--- src/rtl/mscp_map.svh ---
`ifndef MSCP_MAP_SVH
`define MSCP_MAP_SVH
`define MSCP_CLK_HZ 20000000
`define MSCP_BAUD_MIN 300
`define MSCP_BAUD_MAX 19200
`define MSCP_ADDR_MAX 7'd99
`define MSCP_MAX_UNITS 32
`define MSCP_DLY_SHORT_MIN_MS 2
`define MSCP_DLY_SHORT_MAX_MS 50
`define MSCP_DLY_LONG_MIN_MS 50
`define MSCP_DLY_LONG_MAX_MS 100
`define MSCP_CYC_PER_MS (`MSCP_CLK_HZ / 1000)
`define MSCP_FIFO_DEPTH 32
`endif

--- src/rtl/mscp_pkg.sv ---
package mscp_pkg;
  typedef enum logic [1:0] {
    MSCP_PAR_NONE = 2'h0,
    MSCP_PAR_ODD = 2'h1,
    MSCP_PAR_EVEN = 2'h2
  } mscp_par_t;
  typedef struct packed {
    logic [15:0] baud_div;
    logic data8;
    mscp_par_t parity;
    logic multidrop;
    logic [6:0] node_addr;
    logic [6:0] reply_dly_ms;
  } mscp_cfg_t;
endpackage : mscp_pkg

--- src/rtl/mscp_fifo.sv ---
module mscp_fifo #(
  parameter int WIDTH = 8,
  parameter int DEPTH = 32
) (
  input wire logic ref_clk,
  input wire logic reset_n,
  input wire logic in_valid,
  output logic in_ready,
  input wire logic [WIDTH-1:0] in_data,
  output logic out_valid,
  input wire logic out_ready,
  output logic [WIDTH-1:0] out_data
);
  localparam int AW = $clog2(DEPTH);
  logic [WIDTH-1:0] mem [DEPTH];
  logic [AW-1:0] wr_q;
  logic [AW-1:0] rd_q;
  logic [AW:0] cnt_q;
  logic push;
  logic pop;

  assign in_ready = (cnt_q != (AW+1)'(DEPTH));
  assign out_valid = (cnt_q != '0);
  assign out_data = mem[rd_q];
  assign push = in_valid && in_ready;
  assign pop = out_valid && out_ready;

  always_ff @(posedge ref_clk) begin
    if (push) begin
      mem[wr_q] <= in_data;
    end
  end

  always_ff @(posedge ref_clk or negedge reset_n) begin
    if (!reset_n) begin
      wr_q <= '0;
      rd_q <= '0;
      cnt_q <= '0;
    end else begin
      if (push) begin
        wr_q <= (wr_q == AW'(DEPTH-1)) ? '0 : wr_q + 1'b1;
      end
      if (pop) begin
        rd_q <= (rd_q == AW'(DEPTH-1)) ? '0 : rd_q + 1'b1;
      end
      cnt_q <= cnt_q + (AW+1)'(push) - (AW+1)'(pop);
    end
  end

  fifo_bound_a: assert property (@(posedge ref_clk) disable iff (!reset_n)
    cnt_q <= (AW+1)'(DEPTH)) else $error("fifo count beyond depth");
endmodule : mscp_fifo

--- src/rtl/mscp_port.sv ---
// Behaviour
// - Bit rate divider (16 bits at 20 MHz) covers about 305 to 19200 baud; peers must match.
// - Seven or eight data bits; odd, even or no parity configured.
// - Node address 0 to 99; at most 32 units per bus.
// - Multi-drop reply waits configured delay, 2-50 ms or 50-100 ms.
// - Point-to-point sending pauses while receive line held at space.
// - Shared bus driven only while not receiving.
// - Point-to-point link also half duplex; no reply during reception.
// - Terminal equipment: send on transmit line, receive on receive line.
// - Start bit, data LSB first, optional parity, stop bit.
// - Receive parity ignored; transmit odd, even or mark parity.
// - Seven bits without parity sends two stop bits.
module mscp_port
  import mscp_pkg::*;
#(
  parameter int DATA_W = 8
) (
  input wire logic ref_clk,
  input wire logic reset_n,
  input wire mscp_cfg_t cfg,
  input wire logic rx_pin,
  output logic tx_pin,
  output logic tx_oe,
  output logic [DATA_W-1:0] rx_data,
  output logic rx_strobe,
  input wire logic cmd_done,
  input wire logic tx_valid,
  output logic tx_ready,
  input wire logic [DATA_W-1:0] tx_data,
  output logic tx_busy,
  output logic addr_bad
);
`include "mscp_map.svh"
  typedef enum logic [3:0] {
    MSCP_TX_IDLE = 4'b0001,
    MSCP_TX_WAIT = 4'b0010,
    MSCP_TX_SHIFT = 4'b0100,
    MSCP_TX_HOLD = 4'b1000
  } mscp_txst_t;

  function automatic logic [15:0] bit_limit(input logic [15:0] div);
    bit_limit = (div == '0) ? 16'h0000 : div - 16'h0001;
  endfunction : bit_limit

  logic [2:0] rx_sync_q;
  logic rx_line_q;
  always_ff @(posedge ref_clk or negedge reset_n) begin
    if (!reset_n) begin
      rx_sync_q <= 3'h7;
      rx_line_q <= 1'b1;
    end else begin
      rx_sync_q <= {rx_sync_q[1:0], rx_pin};
      if (rx_sync_q[1] == rx_sync_q[2]) begin
        rx_line_q <= rx_sync_q[2];
      end
    end
  end

  // check, informative for the meter's panel logic
  assign addr_bad = (cfg.node_addr > `MSCP_ADDR_MAX);

  // Receiver, parity bit sampled but discarded
  logic rx_act_q;
  logic [15:0] rx_cnt_q;
  logic [3:0] rx_bit_q;
  logic [DATA_W-1:0] rx_sh_q;
  logic [3:0] rx_nbits;
  logic [3:0] rx_stop;
  logic [15:0] bit_lim;
  assign rx_nbits = cfg.data8 ? 4'h8 : 4'h7;
  // Stop position skips the parity or mark slot, so the strobe lands in the stop bit
  assign rx_stop = rx_nbits + (((cfg.parity != MSCP_PAR_NONE) || !cfg.data8) ? 4'h2 : 4'h1);
  assign bit_lim = bit_limit(cfg.baud_div);
  always_ff @(posedge ref_clk or negedge reset_n) begin
    if (!reset_n) begin
      rx_act_q <= 1'b0;
      rx_cnt_q <= '0;
      rx_bit_q <= '0;
      rx_sh_q <= '0;
      rx_data <= '0;
      rx_strobe <= 1'b0;
    end else begin
      rx_strobe <= 1'b0;
      if (!rx_act_q) begin
        if (!rx_line_q && !(cfg.multidrop ? tx_oe : tx_busy)) begin
          rx_act_q <= 1'b1;
          rx_cnt_q <= {1'b0, bit_lim[15:1]};
          rx_bit_q <= '0;
        end
      end else if (rx_cnt_q != '0) begin
        rx_cnt_q <= rx_cnt_q - 16'h0001;
      end else begin
        rx_cnt_q <= bit_limit(cfg.baud_div);
        rx_bit_q <= rx_bit_q + 4'h1;
        if (rx_bit_q == 4'h0 && rx_line_q) begin
          rx_act_q <= 1'b0;
        end else if (rx_bit_q != 4'h0 && rx_bit_q <= rx_nbits) begin
          rx_sh_q <= {rx_line_q, rx_sh_q[DATA_W-1:1]};
        end else if (rx_bit_q == rx_stop) begin
          rx_act_q <= 1'b0;
          rx_strobe <= 1'b1;
          rx_data <= cfg.data8 ? rx_sh_q : {1'b0, rx_sh_q[DATA_W-1:1]};
        end
      end
    end
  end

  // Millisecond tick and reply delay
  logic [15:0] ms_cnt_q;
  logic ms_tick;
  logic [6:0] dly_q;
  logic reply_ok_q;
  assign ms_tick = (ms_cnt_q == 16'(`MSCP_CYC_PER_MS - 1));
  always_ff @(posedge ref_clk or negedge reset_n) begin
    if (!reset_n) begin
      ms_cnt_q <= '0;
    end else begin
      ms_cnt_q <= ms_tick ? '0 : ms_cnt_q + 16'h0001;
    end
  end
  always_ff @(posedge ref_clk or negedge reset_n) begin
    if (!reset_n) begin
      dly_q <= '0;
      reply_ok_q <= 1'b1;
    end else if (cmd_done) begin
      dly_q <= cfg.multidrop ? cfg.reply_dly_ms : 7'h00;
      reply_ok_q <= !cfg.multidrop;
    end else if (!reply_ok_q && ms_tick) begin
      if (dly_q <= 7'h01) begin
        reply_ok_q <= 1'b1;
      end
      dly_q <= dly_q - 7'h01;
    end
  end

  // Transmit buffer
  logic f_valid;
  logic f_ready;
  logic [DATA_W-1:0] f_data;
  mscp_fifo #(.WIDTH(DATA_W), .DEPTH(`MSCP_FIFO_DEPTH)) u_fifo (
    .ref_clk(ref_clk),
    .reset_n(reset_n),
    .in_valid(tx_valid),
    .in_ready(tx_ready),
    .in_data(tx_data),
    .out_valid(f_valid),
    .out_ready(f_ready),
    .out_data(f_data)
  );

  // Transmitter
  mscp_txst_t st_q;
  logic [15:0] tx_cnt_q;
  logic [3:0] tx_bit_q;
  logic [11:0] tx_sh_q;
  logic [3:0] tx_len_q;
  logic busy_line;
  logic [11:0] frame;
  logic [3:0] frame_len;
  logic par_bit;
  assign busy_line = !cfg.multidrop && !rx_line_q;
  always_comb begin
    par_bit = cfg.data8 ? ^f_data : ^f_data[6:0];
    unique case (cfg.parity)
      MSCP_PAR_ODD: par_bit = ~par_bit;
      MSCP_PAR_EVEN: par_bit = par_bit;
      default: par_bit = 1'b1;
    endcase
    frame = 12'hfff;
    if (cfg.data8) begin
      frame[8:0] = {f_data, 1'b0};
      frame[9] = par_bit;
      frame_len = (cfg.parity == MSCP_PAR_NONE) ? 4'ha : 4'hb;
    end else begin
      frame[7:0] = {f_data[6:0], 1'b0};
      frame[8] = par_bit; // parity bit, or mark bit doubling as first stop when parity is none
      frame_len = 4'ha;
    end
  end
  // Idle-high line also keeps a bus start bit from racing our own start bit
  assign f_ready = (st_q == MSCP_TX_WAIT) && !rx_act_q && !busy_line && rx_line_q && reply_ok_q;
  assign tx_busy = (st_q != MSCP_TX_IDLE);
  always_ff @(posedge ref_clk or negedge reset_n) begin
    if (!reset_n) begin
      st_q <= MSCP_TX_IDLE;
      tx_cnt_q <= '0;
      tx_bit_q <= '0;
      tx_sh_q <= 12'hfff;
      tx_len_q <= '0;
      tx_pin <= 1'b1;
      tx_oe <= 1'b0;
    end else begin
      unique case (st_q)
        MSCP_TX_IDLE: begin
          tx_oe <= !cfg.multidrop;
          if (f_valid) begin
            st_q <= MSCP_TX_WAIT;
          end
        end
        MSCP_TX_WAIT: begin
          if (f_ready) begin
            st_q <= MSCP_TX_SHIFT;
            tx_sh_q <= frame >> 1;
            tx_pin <= frame[0];
            tx_oe <= 1'b1;
            tx_len_q <= frame_len;
            tx_bit_q <= 4'h1;
            tx_cnt_q <= bit_limit(cfg.baud_div);
          end else if (!f_valid) begin
            st_q <= MSCP_TX_IDLE;
          end
        end
        MSCP_TX_SHIFT: begin
          if (tx_cnt_q != '0) begin
            tx_cnt_q <= tx_cnt_q - 16'h0001;
          end else if (tx_bit_q == tx_len_q) begin
            st_q <= MSCP_TX_HOLD;
          end else begin
            tx_pin <= tx_sh_q[0];
            tx_sh_q <= {1'b1, tx_sh_q[11:1]};
            tx_bit_q <= tx_bit_q + 4'h1;
            tx_cnt_q <= bit_limit(cfg.baud_div);
          end
        end
        MSCP_TX_HOLD: begin
          tx_pin <= 1'b1;
          tx_oe <= !cfg.multidrop || f_valid;
          st_q <= f_valid ? MSCP_TX_WAIT : MSCP_TX_IDLE;
        end
      endcase
    end
  end

  tx_start_a: assert property (@(posedge ref_clk) disable iff (!reset_n)
    f_ready |=> !tx_pin && tx_oe && st_q == MSCP_TX_SHIFT) else $error("start bit missing");
  busy_hold_a: assert property (@(posedge ref_clk) disable iff (!reset_n)
    busy_line |-> !f_ready) else $error("frame started while busy");
  half_duplex_a: assert property (@(posedge ref_clk) disable iff (!reset_n)
    rx_act_q |-> !f_ready) else $error("reply during reception");
  bus_release_a: assert property (@(posedge ref_clk) disable iff (!reset_n)
    cfg.multidrop && $rose(rx_act_q) |-> !tx_oe) else $error("bus driven while receiving");
  delay_gate_a: assert property (@(posedge ref_clk) disable iff (!reset_n)
    cmd_done && cfg.multidrop && cfg.reply_dly_ms != 7'h00 |=> !reply_ok_q) else $error("delay skipped");
  delay_hold_a: assert property (@(posedge ref_clk) disable iff (!reset_n)
    !reply_ok_q |-> !f_ready) else $error("reply before delay");
  stop_idle_a: assert property (@(posedge ref_clk) disable iff (!reset_n)
    st_q == MSCP_TX_HOLD |=> tx_pin) else $error("stop level wrong");
  rx_level_a: assert property (@(posedge ref_clk) disable iff (!reset_n)
    rx_strobe |-> $past(rx_act_q)) else $error("strobe without frame");
endmodule : mscp_port

--- config.mk ---
export PLATFORM = sky130hd
export DESIGN_NAME = mscp_port
export DESIGN_NICKNAME = d
export VERILOG_FILES = /design/src/rtl/mscp_pkg.sv /design/src/rtl/mscp_fifo.sv /design/src/rtl/mscp_port.sv
export VERILOG_INCLUDE_DIRS = /design/src /design/src/rtl
export SDC_FILE = /design/constraint.sdc
export NUM_CORES = 1
export LEC_CHECK = 0
export ABC_CLOCK_PERIOD_IN_PS = 6500
export BUFFER_PORTS_ARGS = -buffer_cell sky130_fd_sc_hd__buf_2
export CORE_MARGIN = 5
export CORE_UTILIZATION = 34
export CTS_CLUSTER_DIAMETER = 50
export CTS_CLUSTER_SIZE = 24
export DETAILED_ROUTE_END_ITERATION = 7
export GPL_ROUTABILITY_DRIVEN = 0
export PLACE_DENSITY = 0.46
export SLEW_MARGIN = 5
export SYNTH_ARGS = -nofsm -noshare
export SYNTH_HDL_FRONTEND = slang
export SYNTH_HIERARCHICAL = 1
export SYNTH_SLANG_ARGS = --single-unit
--- constraint.sdc ---
create_clock -name ref_clk -period 6.5 [get_ports ref_clk]
set_input_delay 0.65 -clock ref_clk [delete_from_list [all_inputs] [get_ports ref_clk]]
set_output_delay 0.65 -clock ref_clk [all_outputs]
set_load 0.01 [all_outputs]
==> metrics.md <==
| Metric | Value |
|---|---|
| Outcome | complete, no violations |
| Sum of negative setup slack | 0 ns |
| Reg2Reg Depth | 9 |
| Worst-Skew Late Latency | 0.57 ns |
| Max-cap violations | 0 |
| Fill cells | 4,723 |
| # setup viols final | 0 |
| Reg2reg start | u_fifo/rd_q[0]$_DFFE_PN0P_ |
| Detailed Route Iter0 Violations | 596 |
| Slew margin rel. | 0.247 |
| Hold Violations, Final | 0 |
| Mean post-synth cell area | 14.4 sq um |
| Combinational family with the most area after synthesis | multiplexers |
| Post-synth EDFFs | 256 |
| Post-synthesis simple-gate area fraction | 0.107 |
| Setup crit end kind | flop |
| Nature of the critical path startpoint | flop |
| Power, Total | 0.00777 W |
| Die Span Y | 235 microns |
| Initial antenna violation count | 0 |
| F_max | 251 MHz |
| CTS-repair resized insts | 0 |
| Comb pwr share | 0.270 |
| Final Net Count | 1,327 |
| Synthesized net count | 1,275 |
| Routed len/inst | 19.9 microns |
| Synth top area share | 0.447 |
| Switching part of the total | 0.324 |
| Least-Margin Pin Slew | 1.13 ns |
| Most frequent cell after synthesis | edfxtp_1 |
| Die W | 235 microns |
| CTS tree | built |
| Overflow after GRT | 0 |
| Syn Std Cell Area | 0.0172 sq mm |
| IO Pins | 61 |
| Final core utilization | 0.387 |
| WS Path Type | reg2reg |
| Main synth FF type | edfxtp_1 |
| Layout cells sized above 1 | 0.204 |
| CTS sink count | 378 |
| Post-route minimum period | 3.98 ns |
| Sw power | 0.00252 W |
| Overall Global Routing Usage | 0.139 |
| Vias in the first global route | 10,200 |
| Min-delay worst type | in2async |
| Starting Density | 0.343 |
| Seq/Total Area, Yosys | 0.626 |
| Clock-pin slew on the worst setup and hold paths | 0.06 ns |
| Synth cell types | 91 |
| Post-synthesis mux area share | 0.115 |
| Drt total wl | 38.8 mm |
| Int Power | 0.00525 W |
| Largest net degree at the start of global routing | 76 |
| CTS Hold Buffers Added | 0 |
| Cells after Synth | 1,192 |
| FF+latch area | 0.0108 sq mm |
| Multi-input gate area | 0.00593 sq mm |
| Pleak | 6.94 nW |
| First-pass GRT wire length | 60.7 mm |
| Core Rows | 82 |
| Setup bufs post-CTS | 0 |
| Synth warnings | 6 |
| Seq cells post-synth | 378 |
| Drt pass-1 iters | 5 |
| Clock power frac | 0.306 |
| Post-synth top cells | edfxtp_1 (256), dfrtp_1 (103), nor2_1 (91) |
| HPWL after DPL | 25.3 mm |
| DIE AREA | 0.0551 sq mm |
| H-tree depth | 2 |
| Reg2reg end | tx_sh_q[7]$_DFFE_PN1P_ |
| RSZ-0062 raised after global routing | false |
| CP required | 6.98 ns |
| Seq pwr share | 0.424 |
| Leading area contributor after synthesis | edfxtp_1 |
| PwrDens | 401 mW/mm^2 |
| Post-synthesis xor/xnor area fraction | 0.0253 |
| ANT nets after route | 0 |
| Critical Path AT | 4.47 ns |
| FFs w/ async S/R, synth | 0.323 |
| Syn-to-layout area delta | 12.8% |
| Ant diodes | 0 |
| Root buffer cell | clkbuf_16 |
| Final Cycle Share | 0.613 |
| CP Max Fanout | 47 |
| Vias per cell | 5.10 |
| Top post-synthesis cells by area | edfxtp_1 (45%), dfrtp_1 (15%), mux4_2 (7.3%) |
| CTS buffer count | 40 |
| Count of pins over their slew limit | 0 |
| Residual DRC count | 0 |
| VDD IR max | 221 uV |
| FF-to-FF setup slack | 2.52 ns |
| Synth Area in Compound Gates | 0.0714 |
| Vias | 9,923 |
| Core footprint | 0.0501 sq mm |
| Max Root-Sink Buffers | 3 |
| Synth Area in Adders | 0.0272 |
| Skew final | 0.0328 ns |
| Number of port buffers | 58 |
[power groups by stage]
stage / combinational [W] / clock [W] / sequential (W)
after global routing: 0.00232 / 0.00255 / 0.00336
after global placement: 0.00210 / 0 / 0.00335
after floorplan: 0.00184 / 0 / 0.00310
after CTS: 0.00213 / 0.00245 / 0.00331
after detailed placement: 0.00212 / 0 / 0.00335
final: 0.00210 / 0.00238 / 0.00330
[worst max path at each step]
stage | start | endpoint | slack, ns | depth (start not counted)
floorplan | st_q[0]$_DFFE_PN1P_ | u_fifo/cnt_q[4]$_DFF_PN0_ | 3.62 | 15
finish | u_fifo/rd_q[0]$_DFFE_PN0P_ | tx_sh_q[7]$_DFFE_PN1P_ | 2.52 | 9
CTS | u_fifo/rd_q[0]$_DFFE_PN0P_ | tx_sh_q[8]$_DFFE_PN1P_ | 2.44 | 9
detailed placement | u_fifo/rd_q[0]$_DFFE_PN0P_ | tx_sh_q[8]$_DFFE_PN1P_ | 2.43 | 10
global route | u_fifo/rd_q[0]$_DFFE_PN0P_ | tx_sh_q[7]$_DFFE_PN1P_ | 2.09 | 10
global placement | u_fifo/rd_q[0]$_DFFE_PN0P_ | tx_sh_q[7]$_DFFE_PN1P_ | 2.44 | 10
[worst max-delay path, stage by stage (launching register included)]
cell and delay (ns):
dfrtp_4 1.04, buf_4 0.54, mux4_2 0.32, o22ai_1 0.10, nor4_1 0.63, xnor3_1 0.53, xnor2_1 0.22, mux2i_1 0.25
o21ai_0 0.10, a22o_1 0.19
[cell usage in the layout (no fill, tap or decap), types with 28 or more instances in the layout]
cell type / netlist / routed
nand2_1: 72 / 72
dfrtp_1: 103 / 101
o22ai_1: 43 / 43
inv_1: 38 / 38
nor2_1: 91 / 91
buf_2: 20 / 57
clkbuf_16: 0 / 40
o21ai_0: 52 / 52
mux4_2: 56 / 56
edfxtp_1: 256 / 256
a21oi_1: 28 / 28
ha_1: 35 / 35
nand3_1: 31 / 31
[cell families (layout without fill, tap and decap cells)]
family | Yosys count | after routing
compound gates | 190 | 190
xor+xnor | 48 | 48
fa+ha+maj | 37 | 37
buf+inv | 91 | 173
flops | 378 | 378
mux | 108 | 108
simple gates | 340 | 340
[final cells by class]
type	count	area share
sequential	378	0.555
multi-input combinational	723	0.306
clock buffer	43	0.0527
tap	672	0.0434
clock inverter	29	0.0181
timing repair buffer	61	0.0165
inverter	40	0.00774
[per-stage QoR]
stage	area (sq um)	cells	worst slack, ns	hold slack, ns
final	19400	1946	2.52	0.150
after global routing	19400	1946	2.09	0.162
after CTS	19400	1946	2.44	0.143
after detailed placement	18000	1874	2.43	0.352
after global placement	18000	1874	2.44	0.353
after floorplan	17200	1192	3.62	0.345
[flip-flops by register name, indices dropped and copies added, names as in the netlist, 5 cells and up]
| name | flops |
|---|---|
| dly_q | 7 |
| rx_sh_q | 8 |
| u_fifo/wr_q | 5 |
| ms_cnt_q | 16 |
| u_fifo/cnt_q | 6 |
| rx_cnt_q | 16 |
| u_fifo/mem | 256 |
| tx_cnt_q | 16 |
| rx_data | 8 |
| u_fifo/rd_q | 5 |
| tx_sh_q | 12 |
[layer usage]
metal	global-route usage	vias to the layer above	part of all wire	wire length, microns
met5	0	-	0	0
met4	0.0524	0	0.035	1370
met2	0.220	164	0.46	17900
met3	0.0276	75	0.040	1570
met1	0.190	4990	0.46	18000
li1	-	4694	-	-
Note: power is estimated with default switching activity, not from simulation.
